`src/core/apsp_pkg.sv`:
```
package apsp_pkg;
  localparam int NUM_HB = 4;
  // output configuration
  typedef enum logic [1:0] {
    APSP_CFG_BTL = 2'b00,
    APSP_CFG_PBTL = 2'b01,
    APSP_CFG_SE = 2'b10
  } apsp_cfg_t;
  // startup short check states
  typedef enum logic [2:0] {
    APSP_ST_POWERUP = 3'b000,
    APSP_ST_GND_CHECK = 3'b001,
    APSP_ST_RAIL_CHECK = 3'b010,
    APSP_ST_SHORT_HOLD = 3'b011,
    APSP_ST_RUN = 3'b100
  } apsp_state_t;
  // per half-bridge fault inputs
  typedef struct packed {
    logic [3:0] bootstrap_undervoltage;
    logic [3:0] overcurrent;
    logic [3:0] other_fault;
  } apsp_fault_t;
  localparam int CLK_MHZ = 250;
  localparam int PAIR_ONE_MASK_IDX = 0;
  localparam logic [3:0] PAIR_ONE_BITS = 4'h3;
  localparam logic [3:0] PAIR_TWO_BITS = 4'hC;
  localparam logic [3:0] ALL_BITS = 4'hF;
  localparam logic [3:0] NO_BITS = 4'h0;
  localparam int OVERLOAD_TIME_US = 10;
  localparam int OVERLOAD_CYCLES = OVERLOAD_TIME_US * CLK_MHZ;
  localparam int RECHARGE_TIME_NS = 100;
  localparam int RECHARGE_CYCLES = (RECHARGE_TIME_NS * CLK_MHZ + 999) / 1000;
  localparam int CHECK_TIME_US = 20;
  localparam int CHECK_CYCLES = CHECK_TIME_US * CLK_MHZ;
  localparam int SOFT_STEP_CYCLES = 64;
endpackage : apsp_pkg

```
`src/core/apsp_protect.sv`:
```
`timescale 1ns/1ps
`default_nettype none
module apsp_protect
  import apsp_pkg::*;
#(
  parameter int OVERLOAD_CNT = OVERLOAD_CYCLES,
  parameter int CHECK_CNT = CHECK_CYCLES
) (
  input wire logic mclk_in, // 250 MHz clock
  input wire logic reset_in, // sync reset, high
  input wire apsp_cfg_t cfg_in, // output configuration
  input wire apsp_fault_t fault_in, // per half-bridge faults
  input wire logic overtemp_in, // overtemperature error level
  input wire logic supply_undervoltage_in, // supply undervoltage
  input wire logic short_gnd_in, // any output shorted to ground
  input wire logic short_rail_in, // any output shorted to rail
  input wire logic soft_start_in, // soft-start pulse series active
  input wire logic reset_pair_one_n_in, // pair A/B reset, low
  input wire logic reset_pair_two_n_in, // pair C/D reset, low
  output logic [3:0] hb_enable_out, // half-bridge drive enable
  output logic [3:0] current_limit_out, // current limit active
  output logic [3:0] recharge_out, // bootstrap recharge request
  output logic [1:0] overload_protect_out, // latched overload per pair
  output logic overtemp_error_out, // latched overtemp error
  output logic check_busy_out, // short check running
  output logic fault_shutdown_flag_n_out // shutdown flag, low
);
  // ******************************
  // startup short check
  // ******************************
  apsp_state_t state_reg, state_next;
  logic [$clog2(CHECK_CNT+1)-1:0] chk_cnt_reg;
  wire chk_done = (chk_cnt_reg == ($bits(chk_cnt_reg))'(CHECK_CNT - 1));
  wire se_mode = (cfg_in == APSP_CFG_SE);
  wire running = (state_reg == APSP_ST_RUN);
  always_comb begin
    state_next = state_reg;
    case (state_reg)
      APSP_ST_POWERUP: state_next = se_mode ? APSP_ST_RUN : APSP_ST_GND_CHECK;
      APSP_ST_GND_CHECK: if (short_gnd_in) state_next = APSP_ST_SHORT_HOLD;
        else if (chk_done) state_next = APSP_ST_RAIL_CHECK;
      APSP_ST_RAIL_CHECK: if (short_rail_in) state_next = APSP_ST_SHORT_HOLD;
        else if (chk_done) state_next = APSP_ST_RUN;
      APSP_ST_SHORT_HOLD: if (!short_gnd_in && !short_rail_in) state_next = APSP_ST_GND_CHECK;
      APSP_ST_RUN: state_next = APSP_ST_RUN;
      default: state_next = APSP_ST_POWERUP;
    endcase
  end
  always_ff @(posedge mclk_in) begin
    if (reset_in) begin
      state_reg <= APSP_ST_POWERUP;
      chk_cnt_reg <= '0;
    end else begin
      state_reg <= state_next;
      chk_cnt_reg <= (state_next != state_reg || chk_done) ? '0 : chk_cnt_reg + 1'b1;
    end
  end
  // ******************************
  // reset pins, ignored during check
  // ******************************
  logic [1:0] rst_n_reg;
  wire [1:0] rst_n_now = {reset_pair_two_n_in, reset_pair_one_n_in};
  wire [1:0] rst_rise = running ? (rst_n_now & ~rst_n_reg) : 2'b00;
  wire any_rst_low = running && (rst_n_now != 2'b11);
  wire [3:0] rst_hiz = running ? {{2{~rst_n_now[1]}}, {2{~rst_n_now[0]}}} : NO_BITS;
  always_ff @(posedge mclk_in) begin
    if (reset_in) rst_n_reg <= '1; // idle high, no false edge after reset
    else rst_n_reg <= rst_n_now;
  end
  // ******************************
  // overcurrent: limit, then latch per pair
  // ******************************
  logic [1:0] ol_reg;
  logic ot_err_reg;
  logic [$clog2(OVERLOAD_CNT+1)-1:0] ovc_cnt_reg [2];
  wire [1:0] pair_ovc = {|fault_in.overcurrent[3:2], |fault_in.overcurrent[1:0]};
  wire [1:0] ol_trip;
  genvar gp;
  generate
    for (gp = 0; gp < 2; gp++) begin : g_pair
      assign ol_trip[gp] = pair_ovc[gp] && (ovc_cnt_reg[gp] == ($bits(ovc_cnt_reg[gp]))'(OVERLOAD_CNT - 1));
      always_ff @(posedge mclk_in) begin
        if (reset_in) begin
          ovc_cnt_reg[gp] <= '0;
          ol_reg[gp] <= 1'b0;
        end else begin
          ovc_cnt_reg[gp] <= (pair_ovc[gp] && !ol_trip[gp]) ? ovc_cnt_reg[gp] + 1'b1 : '0;
          if (ol_trip[gp]) ol_reg[gp] <= 1'b1;
          else if (|rst_rise) ol_reg[gp] <= 1'b0;
        end
      end
    end
  endgenerate
  always_ff @(posedge mclk_in) begin
    if (reset_in) ot_err_reg <= 1'b0;
    else if (overtemp_in) ot_err_reg <= 1'b1;
    else if (any_rst_low) ot_err_reg <= 1'b0;
  end
  // ******************************
  // shutdown grouping
  // ******************************
  wire [3:0] local_err = fault_in.other_fault;
  wire [3:0] grp_btl = {{2{|local_err[3:2]}}, {2{|local_err[1:0]}}};
  wire [3:0] grp_err = (cfg_in == APSP_CFG_PBTL) ? {4{|local_err}} : (se_mode ? local_err : grp_btl);
  wire [3:0] ol_off = {{2{ol_reg[1]}}, {2{ol_reg[0]}}};
  wire global_off = ot_err_reg || supply_undervoltage_in || !running;
  wire [3:0] fault_off = grp_err | ol_off | fault_in.bootstrap_undervoltage | (global_off ? ALL_BITS : NO_BITS);
  wire [3:0] hb_off = fault_off | rst_hiz;
  // ******************************
  // soft start ramp
  // ******************************
  logic [5:0] soft_cnt_reg;
  logic [3:0] soft_mask_reg;
  logic soft_seen_reg;
  // ramp starts once per pulse series, never again while it lasts
  always_ff @(posedge mclk_in) begin
    if (reset_in || !soft_start_in) begin
      soft_cnt_reg <= '0;
      soft_mask_reg <= ALL_BITS;
      soft_seen_reg <= 1'b0;
    end else begin
      soft_cnt_reg <= soft_cnt_reg + 1'b1;
      soft_seen_reg <= 1'b1;
      if (!soft_seen_reg) soft_mask_reg <= NO_BITS;
      else if (soft_cnt_reg == 6'(SOFT_STEP_CYCLES - 1)) soft_mask_reg <= {soft_mask_reg[2:0], 1'b1};
    end
  end
  // ******************************
  // outputs
  // ******************************
  wire flag_n_next = any_rst_low ? 1'b1 : !(|fault_off);
  always_ff @(posedge mclk_in) begin
    if (reset_in) begin
      hb_enable_out <= NO_BITS;
      current_limit_out <= NO_BITS;
      recharge_out <= NO_BITS;
      overload_protect_out <= 2'b00;
      overtemp_error_out <= 1'b0;
      check_busy_out <= 1'b0;
      fault_shutdown_flag_n_out <= 1'b0;
    end else begin
      hb_enable_out <= ~hb_off & soft_mask_reg;
      current_limit_out <= fault_in.overcurrent & ~ol_off;
      recharge_out <= fault_in.bootstrap_undervoltage;
      overload_protect_out <= ol_reg;
      overtemp_error_out <= ot_err_reg;
      check_busy_out <= !running;
      fault_shutdown_flag_n_out <= flag_n_next;
    end
  end
  // ******************************
  // assertions
  // ******************************
  bst_local_off_a: assert property (@(posedge mclk_in) disable iff (reset_in)
    fault_in.bootstrap_undervoltage[0] |=> !hb_enable_out[0])
    else $error("bootstrap fault did not stop half-bridge");
  fault_flag_low_a: assert property (@(posedge mclk_in) disable iff (reset_in)
    (|fault_in.other_fault && !any_rst_low) |=> !fault_shutdown_flag_n_out)
    else $error("fault did not drop flag");
  reset_flag_high_a: assert property (@(posedge mclk_in) disable iff (reset_in)
    any_rst_low |=> fault_shutdown_flag_n_out)
    else $error("reset low did not force flag high");
  check_flag_low_a: assert property (@(posedge mclk_in) disable iff (reset_in)
    !running |=> !fault_shutdown_flag_n_out)
    else $error("flag high during short check");
  overload_hold_a: assert property (@(posedge mclk_in) disable iff (reset_in)
    (ol_reg[0] && !(|rst_rise)) |=> ol_reg[0])
    else $error("overload latch dropped without reset");
  pair_isolated_a: assert property (@(posedge mclk_in) disable iff (reset_in)
    (ol_reg == 2'b01 && !global_off && local_err == NO_BITS && !(|rst_hiz)
     && fault_in.bootstrap_undervoltage == NO_BITS && soft_mask_reg == ALL_BITS)
    |=> hb_enable_out == PAIR_TWO_BITS)
    else $error("overload on pair one affected pair two");
  pbtl_all_off_a: assert property (@(posedge mclk_in) disable iff (reset_in)
    (cfg_in == APSP_CFG_PBTL && local_err[0]) |=> hb_enable_out == NO_BITS)
    else $error("parallel mode fault did not stop all");
  overtemp_latch_a: assert property (@(posedge mclk_in) disable iff (reset_in)
    (ot_err_reg && !any_rst_low) |=> ot_err_reg)
    else $error("overtemp latch lost");
  overload_clear_a: assert property (@(posedge mclk_in) disable iff (reset_in)
    (|rst_rise && ol_trip == 2'b00) |=> ol_reg == 2'b00)
    else $error("reset edge did not clear overload");
  current_limit_a: assert property (@(posedge mclk_in) disable iff (reset_in)
    (fault_in.overcurrent[0] && !ol_reg[0]) |=> current_limit_out[0])
    else $error("overcurrent not limited");
  short_hold_off_a: assert property (@(posedge mclk_in) disable iff (reset_in)
    (state_reg == APSP_ST_SHORT_HOLD) |=> hb_enable_out == NO_BITS)
    else $error("half-bridge on while short held");
  gnd_before_rail_a: assert property (@(posedge mclk_in) disable iff (reset_in)
    (state_reg == APSP_ST_RAIL_CHECK)
    |-> ($past(state_reg) == APSP_ST_GND_CHECK || $past(state_reg) == APSP_ST_RAIL_CHECK))
    else $error("rail step not after ground step");
  run_not_busy_a: assert property (@(posedge mclk_in) disable iff (reset_in)
    running |=> !check_busy_out)
    else $error("short check active after startup");
  soft_ramp_a: assert property (@(posedge mclk_in) disable iff (reset_in)
    $rose(soft_start_in) |=> soft_mask_reg == NO_BITS)
    else $error("soft start did not begin from all off");
  overtemp_flag_low_a: assert property (@(posedge mclk_in) disable iff (reset_in)
    (ot_err_reg && !any_rst_low) |=> !fault_shutdown_flag_n_out)
    else $error("flag high while overtemp latched");
  recharge_track_a: assert property (@(posedge mclk_in) disable iff (reset_in)
    (fault_in.bootstrap_undervoltage != NO_BITS) |=> recharge_out == $past(fault_in.bootstrap_undervoltage))
    else $error("recharge request does not follow bootstrap fault");
endmodule : apsp_protect
`default_nettype wire
```
`config.mk`:
```
export PLATFORM = sky130hd
export DESIGN_NAME = apsp_protect
export DESIGN_NICKNAME = d
export VERILOG_FILES = /design/src/core/apsp_pkg.sv /design/src/core/apsp_protect.sv
export SDC_FILE = /design/constraint.sdc
export NUM_CORES = 1
export LEC_CHECK = 0
export BUFFER_PORTS_ARGS = -buffer_cell sky130_fd_sc_hd__buf_4
export CORE_MARGIN = 2
export CORE_UTILIZATION = 56
export DETAILED_ROUTE_END_ITERATION = 7
export PLACE_DENSITY_LB_ADDON = 0.1
export SLEW_MARGIN = 20
export SYNTH_ARGS = -nofsm -noshare
export SYNTH_HDL_FRONTEND = slang
export SYNTH_SLANG_ARGS = --single-unit
```
`constraint.sdc`:
```
create_clock -name mclk_in -period 2.2 [get_ports mclk_in]
set_input_delay 0.22 -clock mclk_in [delete_from_list [all_inputs] [get_ports mclk_in]]
set_output_delay 0.22 -clock mclk_in [all_outputs]
set_load 0.02 [all_outputs]
```
==> flow_summary_export.csv, run 1 <==
group,metric,value,unit
sta,slew_headroom,70.9,%
detailed_routing,dr.first_iter.drc_count,90,
finish,fillers,427,
detailed_routing,ant_nets,0,
clocking,cts_resized,0,
die,design.portCount,40,
setup_path,startpoint_type,"register",
clocking,clock_latency,0.35,ns
global_routing,antenna_found_initial,0,
clocking,cts_tree,"built",
sta,maxSlewViolCount,0,
sta,setup_viol,0,
synth,synth-seq-area-share,48.9,%
setup_path,slowest_stage,"or4b_4",
detailed_routing,drt-vias-per-instance,5.15,
setup_path,cp_num_cells,6,
hold_path,hp-class,"in -> reg",
global_routing,grt_pass1_wl,9.55,mm
setup_path,critical_path.endpoint,"chk_cnt_reg[4]",
synth,mappedNetlistArea,2990,µm²
finish,layout-drive-gt1-share,21.9,%
setup_path,rrSetupSlack,0.20,ns
setup_path,crit_type,"reg -> reg",
synth,synthesis.nets,343,
detailed_routing,vias,2245,
sta,tns,0,ns
clocking,holdBufCountCts,0,
die,die_area,5940,µm²
pwr,clkPwrFrac,43.2,%
synth,avgSynthCellArea,9.46,µm²
setup_path,reg2reg_depth,6,
finish,largest_register_ffs,24,
setup_path,crit_chain,"or4b_4 > nor4_4 > a2111oi_2 > o21ai_2 > buf_4 > nor2_1",
finish,seq_area,1460,µm²
synth,netlist_instances,316,
global_routing,overflow,0,
clocking,htree_levels,3,
clocking,cts_buffers,9,
finish,n_antenna_cell,0,
finish,nets,388,
finish,syn2layout_area_growth,19.8,%
setup_path,reg2reg_from,"chk_cnt_reg[4]",
global_routing,grt_pass1_vias,2163,
global_routing,grt_max_degree,30,
die,rows,26,
die,initial_core_util,58.2,%
sta,hold_viol,0,
synth,ys_seq_elements,73,
synth,synth_edf_count,0,
sta,fin_crit,2.00,ns
pwr,swShare,22.4,%
synth,synth.distinct_cells,46,
finish,multi_input_area,1460,µm²
detailed_routing,firstDrtPassIters,4,
pwr,combinationalPowerShare,7.4,%
pwr,seqPwrFrac,49.5,%
status,status,"complete, no violations",
pwr,ir_worst_vdd,0.000527,V
placed_design,globalplace.congestion,0.887,
detailed_routing,drc,0,
clocking,clk_pin_slew,0.07,ns
sta,fin_skew,0.00558,ns
clocking,cts_root_buf,"clkbuf_8",
setup_path,cp.required,2.44,ns
die,fp.dieW,77.1,µm
global_routing,grtUsageTotal,20.6,%
sta,fin_ws,0.204,ns
setup_path,cp-end-kind,"register",
setup_path,arrival,2.24,ns
clocking,cts_buffer_depth,2,
clocking,cts_sinks,73,
sta,fmax,501,MHz
pwr,p_per_area,785,nW/µm²
setup_path,cpLargestDelayFamily,"simple AND/OR/NAND/NOR gates",
placed_design,place_hpwl,3.87,mm
pwr,intPower,2.18,mW
setup_path,cp-startpoint,"chk_cnt_reg[4]",
sta,fin_crit_sh,90.7,%
setup_path,critPathBufInv,1,
placed_design,port_buffers,39,
setup_path,crit_path_max_incr_delay,0.56,ns
detailed_routing,wirelength,5.54,mm
placed_design,place_ws,0.200,ns
run,drv_cap,0,
sta,worst-slew-pin-transition,0.435,ns
setup_path,cp_max_fo,13,
detailed_routing,wl_per_cell,12.7,µm
pwr,power_leakage,1.44,nW
synth,ys.flop_type,"dfxtp_1",
die,die_h,77.1,µm
die,coreArea,5140,µm²
synth,yosysWarningCount,0,
clocking,cts_post_setup_buffers_inserted,0,
setup_path,reg2reg_to,"chk_cnt_reg[4]",
synth,async_flop_share,0,%
pwr,p_sw,0.631,mW
sta,rsz0062_at_grt,"no",
[power by group through the flow]
stage	logic, mW	registers [mW]	clock network [mW]
floorplan	0.119	1.43	0
global placement	0.206	1.42	0
detailed placement	0.208	1.42	0
CTS	0.209	1.39	1.25
global route	0.233	1.40	1.31
finish	0.208	1.39	1.21
[worst register-to-register path, cell delays in order, from the launching register on]
cell	delay (ns)
dfxtp_1	0.35
or4b_4	0.56
nor4_4	0.35
a2111oi_2	0.16
o21ai_2	0.16
buf_4	0.23
nor2_1	0.07
[placed cells by master, fill, tap and decap left out, types with 10 or more instances in the layout]
cell type,Yosys,routed
and3_1,10,10
buf_4,1,40
clkbuf_8,0,12
dfxtp_1,73,73
nand2_1,24,24
nand3_1,11,11
nor2_1,43,43
nor2_2,10,10
nor2b_1,12,12
o21ai_0,10,10
xnor2_1,15,15
xor2_1,20,20
[per-stage QoR]
stage	utilization (%)	hold slack, ns	std cells	power [mW]	instance area (µm²)
final	69.7	0.0796	436	2.81	3580
after global routing	69.7	0.0586	436	2.94	3580
after CTS	69.7	0.0635	436	2.84	3580
after detailed placement	65.1	0.436	420	1.63	3340
after global placement	65.1	0.425	420	1.63	3340
after floorplan	-	0.327	316	1.55	2990
[cell type report]
cell class | instances | area share [%]
flip-flops and latches | 73 | 40.8
multi-input cells | 227 | 40.7
repair buffers | 40 | 8.38
clock buffers | 12 | 4.61
well taps | 70 | 2.44
clock inverters | 4 | 2.06
inverters | 10 | 1.05
[cells by family (layout without fill, tap and decap cells)]
kind of cell               Yosys count  after routing  synth area share [%]
and+or+nand+nor                    153            153                  28.5
DFF                                 73             73                  48.9
xor gates and xnor gates            35             35                  10.3
AOI/OAI and AO/OA                   32             32                  7.36
buffers and inverters               16             66                  2.38
adders and majority gates            4              4                  1.67
muxes                                3              3                  1.00
[cells in the mapped netlist (2+ instances only)]
| master | n | area [µm²] |
|---|---|---|
| nor3b_1 | 5 | 37.5 |
| inv_1 | 9 | 33.8 |
| or2_2 | 2 | 12.5 |
| mux2i_1 | 3 | 30.0 |
| nand3_1 | 11 | 55.1 |
| a31oi_1 | 2 | 12.5 |
| nand4_1 | 6 | 37.5 |
| xnor2_1 | 15 | 131 |
| ha_1 | 4 | 50.1 |
| a21oi_1 | 9 | 45.0 |
| nor4_1 | 4 | 25.0 |
| a221oi_1 | 2 | 17.5 |
| nor4b_1 | 5 | 43.8 |
| clkbuf_1 | 4 | 15.0 |
| nor2_1 | 43 | 161 |
| and4_1 | 3 | 26.3 |
| nor3_1 | 2 | 10.0 |
| nand2b_1 | 4 | 25.0 |
| or3_1 | 3 | 18.8 |
| o21ai_0 | 10 | 50.1 |
| nand2_1 | 24 | 90.1 |
| o41ai_2 | 2 | 32.5 |
| xor2_1 | 20 | 175 |
| dfxtp_1 | 73 | 1460 |
| nor2b_1 | 12 | 75.1 |
| nor2_2 | 10 | 62.6 |
| and3_1 | 10 | 62.6 |
[worst min path at each step]
stage                              startpoint            to  slack (ns)  depth (start not counted)
after global placement            overtemp_in    ot_err_reg        0.42                          3
after detailed placement  reset_pair_two_n_in  rst_n_reg[1]        0.44                          2
after floorplan           reset_pair_one_n_in  rst_n_reg[0]        0.33                          1
after CTS                 reset_pair_two_n_in  rst_n_reg[1]        0.06                          2
after global routing      reset_pair_one_n_in  rst_n_reg[0]        0.06                          2
final                     reset_pair_one_n_in  rst_n_reg[0]        0.08                          2
[routing by layer]
layer / vias to the layer above / track usage [%] / part of all wire (%)
met5: - / 0 / 0
met4: 0 / 6.79 / 1.3
met3: 7 / 8.82 / 5.1
met2: 45 / 33.7 / 47
met1: 1018 / 24.5 / 46
li1: 1175 / - / -
(Power assumes the default switching activity.)
==> run 2, diff against run 1 <==
CELL_PAD_IN_SITES_DETAIL_PLACEMENT = 1   (was unset)
CELL_PAD_IN_SITES_GLOBAL_PLACEMENT = 1   (was unset)
CORE_UTILIZATION = 45   (was 56)
CTS_BUF_LIST = sky130_fd_sc_hd__clkbuf_4 sky130_fd_sc_hd__clkbuf_8   (was unset)
==> flow_summary_export.csv, run 2 (same netlist as run 1, synthesis figures left out) <==
group,metric,value,unit
global_routing,overflow,0,
setup_path,crit_chain,"or4b_4 > o41ai_2 > a31oi_1 > o21ai_2 > buf_4 > nor2_1",
finish,layout-drive-gt1-share,22.3,%
global_routing,grt_pass1_vias,2413,
clocking,htree_levels,3,
sta,fmax,504,MHz
detailed_routing,drt-vias-per-instance,5.33,
finish,n_antenna_cell,0,
detailed_routing,wl_per_cell,15.2,µm
sta,fin_crit_sh,90.2,%
pwr,ir_worst_vdd,0.000438,V
die,rows,29,
setup_path,slowest_stage,"or4b_4",
pwr,swShare,22.6,%
clocking,cts_resized,0,
sta,slew_headroom,68.1,%
die,die_h,85.5,µm
pwr,clkPwrFrac,44.2,%
pwr,seqPwrFrac,48.3,%
run,drv_cap,0,
sta,fin_skew,0.0135,ns
clocking,cts_tree,"built",
detailed_routing,drc,0,
clocking,holdBufCountCts,0,
pwr,p_sw,0.653,mW
clocking,cts_post_setup_buffers_inserted,0,
setup_path,cp_max_fo,13,
finish,syn2layout_area_growth,20.8,%
detailed_routing,dr.first_iter.drc_count,66,
clocking,cts_buffers,9,
setup_path,crit_path_max_incr_delay,0.56,ns
finish,nets,390,
setup_path,cpLargestDelayFamily,"compound AO/OA/AOI/OAI gates",
sta,worst-slew-pin-transition,0.473,ns
finish,fillers,755,
sta,rsz0062_at_grt,"no",
sta,setup_viol,0,
pwr,finalPower,2.89,mW
die,coreArea,6390,µm²
detailed_routing,firstDrtPassIters,4,
setup_path,arrival,2.22,ns
pwr,power_leakage,1.45,nW
setup_path,critPathBufInv,1,
clocking,cts_sinks,73,
finish,final_cells,445,
clocking,clock_latency,0.35,ns
global_routing,antenna_found_initial,0,
sta,maxSlewViolCount,0,
setup_path,cp-startpoint,"chk_cnt_reg[4]",
placed_design,placed_cell_area,3370,µm²
status,status,"complete, no violations",
finish,final_cell_mix,"dfxtp_1 (73), nor2_1 (43), buf_4 (42), nand2_1 (24), xor2_1 (20)",
global_routing,grtUsageTotal,19.5,%
clocking,clk_pin_slew,0.08,ns
die,fp.dieW,85.5,µm
finish,largest_register_ffs,24,
detailed_routing,wirelength,6.76,mm
setup_path,cp.required,2.44,ns
pwr,intPower,2.23,mW
die,design.portCount,40,
clocking,cts_buffer_depth,2,
setup_path,crit_type,"reg -> reg",
pwr,combinationalPowerShare,7.6,%
global_routing,grt_pass1_wl,11.4,mm
clocking,cts_root_buf,"clkbuf_8",
hold_path,min_from,"reset_pair_one_n_in",
hold_path,hp-class,"in -> reg",
global_routing,grt_max_degree,17,
finish,final_common_cell,"dfxtp_1",
setup_path,cp-end-kind,"register",
setup_path,startpoint_type,"register",
placed_design,dp_cells,429,
sta,tns,0,ns
sta,hold_viol,0,
die,initial_core_util,46.8,%
detailed_routing,vias,2373,
setup_path,reg2reg_from,"chk_cnt_reg[4]",
placed_design,globalplace.congestion,0.794,
detailed_routing,ant_nets,0,
sta,fin_crit,1.99,ns
pwr,p_per_area,799,nW/µm²
finish,fin_area,3610,µm²
placed_design,port_buffers,39,
placed_design,place_hpwl,4.87,mm
die,die_area,7310,µm²
[run 2: area by class of cell]
cell class                 instances  area [µm²]  share of cell area (%)
sequential                        73        1460                    40.5
timing repair buffer              42         315                    8.73
inverter                          10        37.5                    1.04
clock inverter                     5         104                    2.88
clock buffer                      11         139                    3.85
tap                               77        96.3                    2.67
multi-input combinational        227        1460                    40.4
[run 2: stage by stage]
stage          setup slack (ns)  hold WS [ns]  util (%)
6_report                  0.215        0.0836      56.5
2_1_floorplan             0.358         0.327         -
5_1_grt                   0.141        0.0878      56.5
3_3_place_gp              0.300         0.431      52.7
4_1_cts                   0.214        0.0719      56.5
3_5_place_dp              0.242         0.439      52.7
[run 2: worst register-to-register path, stage by stage (launching register included)]
cell	delay, ns
dfxtp_1	0.36
or4b_4	0.56
o41ai_2	0.37
a31oi_1	0.15
o21ai_2	0.12
buf_4	0.23
nor2_1	0.07
[run 2: power groups by stage]
stage	sequential (mW)	clock (mW)	combinational (mW)
final	1.39	1.27	0.219
after global routing	1.40	1.36	0.242
after CTS	1.39	1.31	0.222
after detailed placement	1.42	0	0.219
after global placement	1.42	0	0.215
after floorplan	1.43	0	0.119
[run 2: path summary, 6_finish.rpt]
kind	to	slack, ns	cells past startpoint
setup / recovery	chk_cnt_reg[2]	0.21	6
hold / removal	rst_n_reg[0]	0.08	2
setup reg to reg	chk_cnt_reg[2]	0.21	6
hold reg to reg	soft_cnt_reg[0]	0.45	1
[run 2: routing by layer]
metal | share of wire [%] | GRT usage (%) | vias to the layer above
met5 | 0 | 0 | -
met4 | 0.96 | 7.79 | 0
met3 | 4.2 | 3.95 | 7
met2 | 48 | 32.7 | 44
met1 | 47 | 24.8 | 1148
li1 | - | - | 1174
